`src/common/supervisor_defs.svh`:
```
// timing, register map and field constants for the reset supervisor
`ifndef SUPERVISOR_DEFS_SVH
`define SUPERVISOR_DEFS_SVH

// ----------------------------------------------------------------
// clock and timing
// ----------------------------------------------------------------
`define SUP_CLK_MHZ          125
`define SUP_TOUT_LONG_MS     1600
`define SUP_DELAY_LONG_MS    200
`define SUP_TOUT_SHORT_MS    200
`define SUP_DELAY_SHORT_MS   25
`define SUP_MS_TO_CYC(ms)    ((ms) * 1000 * `SUP_CLK_MHZ)
`define SUP_TOUT_LONG_CYC    `SUP_MS_TO_CYC(`SUP_TOUT_LONG_MS)
`define SUP_DELAY_LONG_CYC   `SUP_MS_TO_CYC(`SUP_DELAY_LONG_MS)
`define SUP_TOUT_SHORT_CYC   `SUP_MS_TO_CYC(`SUP_TOUT_SHORT_MS)
`define SUP_DELAY_SHORT_CYC  `SUP_MS_TO_CYC(`SUP_DELAY_SHORT_MS)

// ----------------------------------------------------------------
// register map (byte addresses)
// ----------------------------------------------------------------
`define SUP_CTRL_OFS         8'h00
`define SUP_STATUS_OFS       8'h04
`define SUP_TOCNT_OFS        8'h08

// ----------------------------------------------------------------
// control fields
// ----------------------------------------------------------------
`define SUP_CTRL_WDT_EN_BIT  0
`define SUP_CTRL_IMPROVE_BIT 1
`define SUP_CTRL_RESET_VAL   2'h3

// ----------------------------------------------------------------
// status fields
// ----------------------------------------------------------------
`define SUP_ST_RESET_BIT     0
`define SUP_ST_SUPPLY_BIT    1
`define SUP_ST_MANUAL_BIT    2
`define SUP_ST_DELAY_BIT     3
`define SUP_ST_TOUT_BIT      4

`endif

```
`src/common/supervisor_pkg.sv`:
```
// types shared by the reset supervisor files
package supervisor_pkg;

  typedef enum logic [1:0]
  {
    SUP_HOLD,
    SUP_DELAY,
    SUP_RUN
  } sup_state_e;

endpackage

```
`src/rtl/kick_edge_detect.sv`:
```
// synchroniser and any-edge detector for the watchdog kick pin
`timescale 1ns/1ps

module kick_edge_detect
(
  // clock and reset
  input  wire logic sysClk,
  input  wire logic rstN,
  input  wire logic ce,
  // pin and result
  input  wire logic pinIn,
  output logic      edgePulse
);

  logic syncA;
  logic syncB;
  logic lastLevel;

  // syncA feeds syncB only; both edges count as a kick
  always_ff @(posedge sysClk)
  begin
    if (!rstN)
    begin
      syncA     <= 1'b0;
      syncB     <= 1'b0;
      lastLevel <= 1'b0;
      edgePulse <= 1'b0;
    end
    else if (ce)
    begin
      syncA     <= pinIn;
      syncB     <= syncA;
      lastLevel <= syncB;
      edgePulse <= syncB ^ lastLevel;
    end
  end

endmodule

```
`src/rtl/supply_reset_watchdog_supervisor.sv`:
```
// reset supervisor: supply, manual reset and watchdog with release delay
`timescale 1ns/1ps

`include "supervisor_defs.svh"

module supply_reset_watchdog_supervisor
  import supervisor_pkg::*;
#(
  parameter int unsigned TOUT_CYCLES    = `SUP_TOUT_LONG_CYC,
  parameter int unsigned DELAY_CYCLES   = `SUP_DELAY_LONG_CYC,
  parameter bit          HAS_WATCHDOG   = 1'b1,
  parameter bit          HAS_MANUAL     = 1'b1,
  parameter bit          HAS_ACTIVE_HIGH = 1'b1
)
(
  // clock, reset, enable
  input  wire logic        sys_clk,
  input  wire logic        rst_n,
  input  wire logic        ce,
  // supply comparator and external pins
  input  wire logic        supplyBelowFall,
  input  wire logic        supplyAboveRise,
  input  wire logic        manual_reset_req_n,
  input  wire logic        watchdog_kick_in,
  // reset outputs
  output logic             resetOut_n,
  output logic             resetOut,
  // ahb-lite slave
  input  wire logic        hsel,
  input  wire logic [31:0] haddr,
  input  wire logic [1:0]  htrans,
  input  wire logic        hwrite,
  input  wire logic [2:0]  hsize,
  input  wire logic [31:0] hwdata,
  input  wire logic        hready,
  output logic [31:0]      hrdata,
  output logic             hreadyout,
  output logic             hresp
);

  // ----------------------------------------------------------------
  // pin synchronisers
  // ----------------------------------------------------------------
  logic [2:0] pinSyncA;
  logic [2:0] pinSyncB;
  logic       belowFall;
  logic       aboveRise;
  logic       manualLow;
  logic       kickEdge;

  always_ff @(posedge sys_clk)
  begin
    if (!rst_n)
    begin
      // supply low, manual pin at its idle high level: no false request
      pinSyncA <= 3'h5;
      pinSyncB <= 3'h5;
    end
    else if (ce)
    begin
      pinSyncA <= {manual_reset_req_n, supplyAboveRise, supplyBelowFall};
      pinSyncB <= pinSyncA;
    end
  end

  assign belowFall = pinSyncB[0];
  assign aboveRise = pinSyncB[1];
  // omitted manual input reads as never requested
  assign manualLow = HAS_MANUAL ? ~pinSyncB[2] : 1'b0;

  kick_edge_detect kickDet
  (
    .sysClk    (sys_clk),
    .rstN      (rst_n),
    .ce        (ce),
    .pinIn     (watchdog_kick_in),
    .edgePulse (kickEdge)
  );

  // ----------------------------------------------------------------
  // control register
  // ----------------------------------------------------------------
  logic        wdtEnable;
  logic        improvedMode;
  logic        dataPhase;
  logic        dataWrite;
  logic [7:0]  dataAddr;
  logic        addrTaken;
  logic [31:0] timeoutCount;

  assign addrTaken = hsel & htrans[1] & hready & ce;

  always_ff @(posedge sys_clk)
  begin
    if (!rst_n)
    begin
      wdtEnable    <= 1'((`SUP_CTRL_RESET_VAL >> `SUP_CTRL_WDT_EN_BIT)
                         & 2'h1);
      improvedMode <= 1'((`SUP_CTRL_RESET_VAL >> `SUP_CTRL_IMPROVE_BIT)
                         & 2'h1);
    end
    else if (ce && dataPhase && dataWrite && dataAddr == `SUP_CTRL_OFS)
    begin
      wdtEnable    <= hwdata[`SUP_CTRL_WDT_EN_BIT];
      improvedMode <= hwdata[`SUP_CTRL_IMPROVE_BIT];
    end
  end

  // ----------------------------------------------------------------
  // supply tracking with hysteresis
  // ----------------------------------------------------------------
  logic supplyGood;

  // good only above the rising level, lost below the falling level
  always_ff @(posedge sys_clk)
  begin
    if (!rst_n)
      supplyGood <= 1'b0;
    else if (ce)
    begin
      if (belowFall)
        supplyGood <= 1'b0;
      else if (aboveRise)
        supplyGood <= 1'b1;
    end
  end

  // ----------------------------------------------------------------
  // reset sequencer
  // ----------------------------------------------------------------
  sup_state_e  state;
  sup_state_e  next_state;
  logic [31:0] delayCnt;
  logic [31:0] wdtCnt;
  logic        holdCause;
  logic        delayDone;
  logic        wdtActive;
  logic        wdtExpire;
  logic        legacyKick;

  // supply drop or manual request hold reset with no timer running
  assign holdCause = ~supplyGood | belowFall | manualLow;
  assign delayDone = delayCnt == DELAY_CYCLES - 1;
  assign wdtActive = HAS_WATCHDOG & wdtEnable;
  assign wdtExpire = wdtActive & (wdtCnt == TOUT_CYCLES - 1);
  // without the improved mode a kick during reset restarts the delay,
  // so a busy kick line can keep reset stuck asserted
  assign legacyKick = HAS_WATCHDOG & ~improvedMode & kickEdge;

  always_comb
  begin
    next_state = state;
    case (state)
      SUP_HOLD:
        if (!holdCause)
          next_state = SUP_DELAY;
      SUP_DELAY:
        if (holdCause)
          next_state = SUP_HOLD;
        else if (delayDone && !legacyKick)
          next_state = SUP_RUN;
      SUP_RUN:
        if (holdCause)
          next_state = SUP_HOLD;
        else if (wdtExpire && !kickEdge)
          next_state = SUP_DELAY;
      default:
        next_state = SUP_HOLD;
    endcase
  end

  always_ff @(posedge sys_clk)
  begin
    if (!rst_n)
      state <= SUP_HOLD;
    else if (ce)
      state <= next_state;
  end

  always_ff @(posedge sys_clk)
  begin
    if (!rst_n)
      delayCnt <= 32'h0;
    else if (ce)
    begin
      if (state != SUP_DELAY || next_state != SUP_DELAY || legacyKick)
        delayCnt <= 32'h0;
      else
        delayCnt <= delayCnt + 32'h1;
    end
  end

  // watchdog runs only while reset is released
  always_ff @(posedge sys_clk)
  begin
    if (!rst_n)
      wdtCnt <= 32'h0;
    else if (ce)
    begin
      if (state != SUP_RUN || kickEdge || !wdtActive || wdtExpire)
        wdtCnt <= 32'h0;
      else
        wdtCnt <= wdtCnt + 32'h1;
    end
  end

  always_ff @(posedge sys_clk)
  begin
    if (!rst_n)
      timeoutCount <= 32'h0;
    else if (ce && state == SUP_RUN && next_state == SUP_DELAY)
      timeoutCount <= timeoutCount + 32'h1;
  end

  // ----------------------------------------------------------------
  // reset outputs
  // ----------------------------------------------------------------
  // both outputs follow one registered decision outside reset, which loads both low
  always_ff @(posedge sys_clk)
  begin
    if (!rst_n)
    begin
      resetOut_n <= 1'b0;
      resetOut   <= 1'b0;
    end
    else if (ce)
    begin
      resetOut_n <= next_state == SUP_RUN;
      resetOut   <= HAS_ACTIVE_HIGH & (next_state != SUP_RUN);
    end
  end

  // ----------------------------------------------------------------
  // ahb-lite slave
  // ----------------------------------------------------------------
  logic [31:0] next_hrdata;

  always_comb
  begin
    next_hrdata = 32'h0;
    case (haddr[7:0])
      `SUP_CTRL_OFS:
      begin
        next_hrdata[`SUP_CTRL_WDT_EN_BIT]  = wdtEnable;
        next_hrdata[`SUP_CTRL_IMPROVE_BIT] = improvedMode;
      end
      `SUP_STATUS_OFS:
      begin
        next_hrdata[`SUP_ST_RESET_BIT]  = state != SUP_RUN;
        next_hrdata[`SUP_ST_SUPPLY_BIT] = supplyGood;
        next_hrdata[`SUP_ST_MANUAL_BIT] = manualLow;
        next_hrdata[`SUP_ST_DELAY_BIT]  = state == SUP_DELAY;
        next_hrdata[`SUP_ST_TOUT_BIT]   = timeoutCount != 32'h0;
      end
      `SUP_TOCNT_OFS:
        next_hrdata = timeoutCount;
      default:
        next_hrdata = 32'h0;
    endcase
    if (|haddr[31:8])
      next_hrdata = 32'h0;
  end

  always_ff @(posedge sys_clk)
  begin
    if (!rst_n)
    begin
      dataPhase <= 1'b0;
      dataWrite <= 1'b0;
      dataAddr  <= 8'h0;
      hrdata    <= 32'h0;
    end
    else if (ce && hready)
    begin
      dataPhase <= addrTaken;
      dataWrite <= addrTaken & hwrite;
      dataAddr  <= (|haddr[31:8]) ? 8'hff : haddr[7:0];
      if (addrTaken && !hwrite)
        hrdata <= next_hrdata;
    end
  end

  // a frozen block stalls the bus rather than losing a transfer
  assign hreadyout = ce;
  assign hresp     = 1'b0;

endmodule

```
`config.mk`:
```
export PLATFORM = sky130hd
export DESIGN_NAME = supply_reset_watchdog_supervisor
export DESIGN_NICKNAME = d
export VERILOG_FILES = /design/src/common/supervisor_pkg.sv /design/src/rtl/kick_edge_detect.sv /design/src/rtl/supply_reset_watchdog_supervisor.sv
export VERILOG_INCLUDE_DIRS = /design/src /design/src/common
export SDC_FILE = /design/constraint.sdc
export NUM_CORES = 1
export LEC_CHECK = 0
export ABC_AREA = 1
export BUFFER_PORTS_ARGS = -buffer_cell sky130_fd_sc_hd__buf_4
export CAP_MARGIN = 30
export CORE_ASPECT_RATIO = 0.6
export CORE_MARGIN = 5
export CORE_UTILIZATION = 55
export DETAILED_ROUTE_END_ITERATION = 6
export HOLD_SLACK_MARGIN = 0.06
export MAX_ROUTING_LAYER = met4
export PLACE_DENSITY = 0.73
export SLEW_MARGIN = 20
export SYNTH_ARGS = -nofsm -noshare
export SYNTH_HDL_FRONTEND = slang
export SYNTH_SLANG_ARGS = --single-unit
```
`constraint.sdc`:
```
create_clock -name sys_clk -period 2.3 [get_ports sys_clk]
set_input_delay 0.46 -clock sys_clk [delete_from_list [all_inputs] [get_ports sys_clk]]
set_output_delay 0.46 -clock sys_clk [all_outputs]
set_load 0.01 [all_outputs]
```
# Word-level counts from Yosys, hierarchy flattened
# Index checks and enable logic that the tools add are counted.
# word_totals
register_bits	155
input_bits	79
output_inout_bits	36
# classes
n_addsub	3
n_eq_ne	12
muxes	15
n_bitwise	12
reduce_logical	26
# ops
cell	count
32-bit by 1-bit adder with 32-bit output, second input constant	3
32-bit two-way mux	3
32-bit by 25-bit == test with 1-bit output, second input constant	1
32-bit by 28-bit == test with 1-bit output, second input constant	1
32-bit nonzero test	1
27-bit two-way mux	1
24-bit OR reduction	1
8-bit zero test	2
2-bit case mux with 3 select lines	2
2-bit two-way mux	5
1-bit logical AND	9
8-bit by 3-bit == test with 1-bit output, second input constant	1
8-bit by 4-bit == test with 1-bit output, second input constant	1
8-bit two-way mux	1
1-bit AND	6
3-bit case mux with 2 select lines	1
1-bit logical OR	5
2-bit by 1-bit == test with 1-bit output, second input constant	2
2-bit == test, second input constant	2
1-bit zero test	4
2-bit by 1-bit != test with 1-bit output, second input constant	2
2-bit != test, second input constant	2
2-bit AND reduction	2
1-bit NOT	3
5 further kinds	7

# Longest topological paths before layout
# depth
word_depth	11
mapped_depth	14

# By module
# Synthesis repeated with hierarchy kept, for this count alone.
# unflattened
hier_cells	1315
area_unflattened_um2	8707.1
# by_module_without_submodules
mod	instances	cells_per_inst	area_each_um2	seq_area_each_um2
supply_reset_watchdog_supervisor	1	1295	8555.7	3022.9
kick_edge_detect	1	20	151.4	80.1

# Worst setup path before layout
# No wires, ideal clock.
# synth_timing
kind	input port to flip-flop
startpoint	input ce
endpoint	register delayCnt[27]
t_arrival_ps	1569
setup_slack_ps	613
path_stages	9
n_path_buf	1
cell_sequence	buf_4 nand2_1 nor2_4 nand4_1 nor2_1 nand4_1 nor2_1 xor2_1 nor2_1
# synth_lines
item	line_no	rtl
start, declared	supply_reset_watchdog_supervisor.sv:19	input wire logic ce,
end signal, assigned	supply_reset_watchdog_supervisor.sv:189	delayCnt <= delayCnt + 32'h1;
end, declared	supply_reset_watchdog_supervisor.sv:133	logic [31:0] delayCnt;

# Worst setup path in the final report
# layout_timing
startpoint	register wdtCnt[0]
endpoint	register delayCnt[21]
# layout_via
elab_chain_len	10
# layout_rtl
item	line_no	rtl
start, declared	supply_reset_watchdog_supervisor.sv:134	logic [31:0] wdtCnt;
start signal, assigned	supply_reset_watchdog_supervisor.sv:203	wdtCnt <= wdtCnt + 32'h1;
32-bit by 28-bit == test with 1-bit output	supply_reset_watchdog_supervisor.sv:145	assign wdtExpire = wdtActive & (wdtCnt == TOUT_CYCLES - 1);
1-bit AND	supply_reset_watchdog_supervisor.sv:145	
1-bit logical AND	supply_reset_watchdog_supervisor.sv:165	else if (wdtExpire && !kickEdge)
2-bit two-way mux	supply_reset_watchdog_supervisor.sv:165	
2-bit two-way mux	supply_reset_watchdog_supervisor.sv:163	if (holdCause)
2-bit case mux with 3 select lines	supply_reset_watchdog_supervisor.sv:153	case (state)
2-bit by 1-bit != test with 1-bit output	supply_reset_watchdog_supervisor.sv:186	if (state != SUP_DELAY || next_state != SUP_DELAY || legacyKick)
1-bit logical OR (2 in series)	supply_reset_watchdog_supervisor.sv:186	
32-bit two-way mux	supply_reset_watchdog_supervisor.sv:186	
# No other way between the ends.
# A chain may end at the register's enable or synchronous reset.

==> out/metrics.csv <==
metric;value;unit
Reg2Reg Launch Point;wdtCnt[0]$_SDFFE_PN0P_;
crit path max fanout;26;
Slew @ Worst Pin;0.5098;ns
Fin Clk Skew;0.01098;ns
Critical Path Source;wdtCnt[0]$_SDFFE_PN0P_;
Max Clock Freq;474.9;MHz
worst path arrival time;2.46;ns
CTS tree;built;
antenna violations before repair;0;
H-tree level count;4;
placed standard-cell area;9236;um2
gr ovfl total;0;
outcome;finished clean;
antenna-violating nets left;0;
area of the core;15240;um2
Period Utilization, post-route;91.55;%
Pins Over Slew Limit;0;
setup violators final;0;
share of layout cells above drive strength 1;16.88;%
Slew headroom;65.70;%
Post-synth EDFFs;0;
total number of vias;8184;
total placed cells including tap cells;1504;
DR top layer;met4;
hold violation count in the final report;0;
Lkg Pwr;3.723;nW
post-CTS setup buffers;0;
Die Span Y;106.3;um
DR iter-0 viols;833;
met3 WL;1.991;mm
asr flop ratio synth;0;%
vias in the first global route;7327;
most frequent cells in the layout;nand2_1 (356), dfxtp_1 (155), nor2_1 (149);
PwrDens;591.9;nW/um2
Yosys Warn Count;0;
Final Critical Period;2.106;ns
GRT Util Overall;26.17;%
first-pass GRT wire length;37.52;mm
DR WL/cell;14.72;um
Final Wtd Congestion;1.000;
post-DP HPWL;16.57;mm
post-layout util;64.51;%
Primary FF master, synth;dfxtp_1;
# clock sinks;155;
Met2 Wirelength;8.328;mm
io pins;115;
fin cells;1536;
cell area after synthesis;8497;um2
Synth Instances;1250;
Vias/cell;5.328;
Max Cap Viol;0;
total CTS buffers;17;
wl on met1;12.14;mm
commonest non-fill, non-tap cell in the layout;nand2_1;
DIE AREA;18120;um2
Port Buffers;79;
Multi-input gate area;4647;um2
Mapped Avg Cell Area;6.798;um2
Worst-Skew Late Latency;0.42;ns
Netlist cell types;47;
flops & latches, synth;155;
sequential area share after synthesis;36.52;%
pin count of the biggest net entering global routing;63;
Finished Cell Area;9831;um2
# diodes;0;
RSZ-0062 raised after global routing;no;
Root Buffer;clkbuf_16;
starting density of the core;55.76;%
clk slew on worst S/H paths;0.06;ns
kind of critical path;flip-flop to flip-flop;
post-synthesis net count;1333;
router iterations before antenna repair;5;
crit path capture type;flip-flop;
CTS Buffer Depth;2;
min-delay src;manual_reset_req_n;
Detailed Route WL;22.61;mm
fillers;1410;
final net count;1403;
Reg area;3103;um2
Min Hold Slack;0.2665;ns
Residual DRC;0;
Syn-to-layout area delta;15.70;%
Worst VDD drop;0.4136;mV
setup TNS;0;ns
Worst Setup Start Kind;flip-flop;
Critical Path RT;2.66;ns
num rows;35;
DIE WIDTH;170.5;um
worst hold-check path type;input port to flip-flop;
metal layers:
layer  vias to the layer above  track usage (%)
met5                         -                -
met4                         0            4.957
met3                        19            5.388
met2                       324            32.22
met1                      3693            42.70
li1                       4148                -
synthesized netlist by cell type, types with 2 or more instances:
library cell  instances  area share (%)
nand2_2               6            0.44
nand3_2              22             2.6
nor3b_1               5            0.44
buf_6                 2            0.27
nor3_1               38             2.2
o211ai_1              3            0.27
o21ai_0              19             1.1
inv_2                 8            0.35
nor2_1              150             6.6
nand2_1             356              16
nand4_1              27             2.0
inv_1               118             5.2
nand3b_1              9            0.80
xnor2_1               8            0.82
buf_12                3            0.71
and3_1                2            0.15
nor2_2               29             2.1
buf_2                 9            0.53
buf_4                 8            0.71
nor2_4                6            0.80
ha_1                  4            0.59
dfxtp_1             155              37
clkbuf_1             19            0.84
a21oi_2              18             1.9
nand3_1              79             4.7
xor2_1               39             4.0
nor4_1                8            0.59
o22ai_1               3            0.22
nand2_4               2            0.27
a21oi_1              68             4.0
nor3_2                2            0.24
a31oi_1               9            0.66
nor3b_2               2            0.29
layout make-up:
class / instances / share of cell area (%)
sequential: 155 / 31.56
tap: 203 / 2.584
clock inverter: 13 / 1.464
multi-input combinational: 925 / 47.27
clock buffer: 19 / 4.506
timing repair buffer: 94 / 7.764
inverter: 127 / 4.849
worst max-delay path: stages, from the launching register on:
cell	delay [ns]
dfxtp_1	0.38
ha_1	0.23
nand3_1	0.10
inv_1	0.10
nand3_1	0.17
nor2_4	0.18
nand4_1	0.13
nand2_2	0.20
nand2_1	0.07
nand2_1	0.09
nand2_2	0.06
buf_6	0.19
nor2_1	0.12
logic make-up (layout without fill, tap and decap cells):
| kind of cell | Yosys count | count (layout) | share of synthesized area (%) |
|---|---|---|---|
| and+or+nand+nor | 745 | 745 | 40.23 |
| buffers and inverters | 170 | 253 | 8.879 |
| DFF | 155 | 155 | 36.52 |
| AOI/OAI and AO/OA | 128 | 128 | 8.894 |
| xor gates and xnor gates | 47 | 47 | 4.845 |
| adders and majority gates | 4 | 4 | 0.5890 |
| other | 1 | 1 | 0.04413 |
worst paths after layout:
check	depth (start not counted)	slack (ns)	end
max reg2reg	12	0.19	delayCnt[21]$_SDFFE_PN0P_
min reg2reg	2	0.46	pinSyncB[2]$_SDFFE_PN1P_
min	3	0.27	pinSyncA[2]$_SDFFE_PN1P_
max	12	0.19	delayCnt[21]$_SDFFE_PN0P_
stage by stage:
stage / setup WS [ns] / total power, W
final: 0.1944 / 0.005819
after global routing: 0.03332 / 0.006000
after CTS: 0.1410 / 0.005849
after detailed placement: 0.1900 / 0.003034
after global placement: 0.2217 / 0.003031
after floorplan: 0.6132 / 0.002925
report_power, final:
part	total, W	internal, W	switching, W
combinational	0.000249	0.0000977	0.000151
sequential	0.00273	0.00271	0.0000163
clock	0.00284	0.00164	0.00121
total	0.00582	0.00445	0.00137
state kept, by name, summed over array words and instances, names as in the netlist:
name / cells
state: 2
pinSyncB: 3
wdtActive: 1
dataPhase: 1
hrdata: 32
kickDet.edgePulse: 1
pinSyncA: 3
supplyGood: 1
improvedMode: 1
kickDet.lastLevel: 1
dataAddr: 8
kickDet.syncB: 1
timeoutCount: 32
dataWrite: 1
resetOut_n: 1
resetOut: 1
delayCnt: 32
wdtCnt: 32
kickDet.syncA: 1
timing repair:
action / in CTS / in global routing
gates resized for setup: 0 / 2
endpoints found under the setup margin: 0 / 25
hold buffers: 0 / 0
Note: power is estimated with default switching activity, not from simulation.
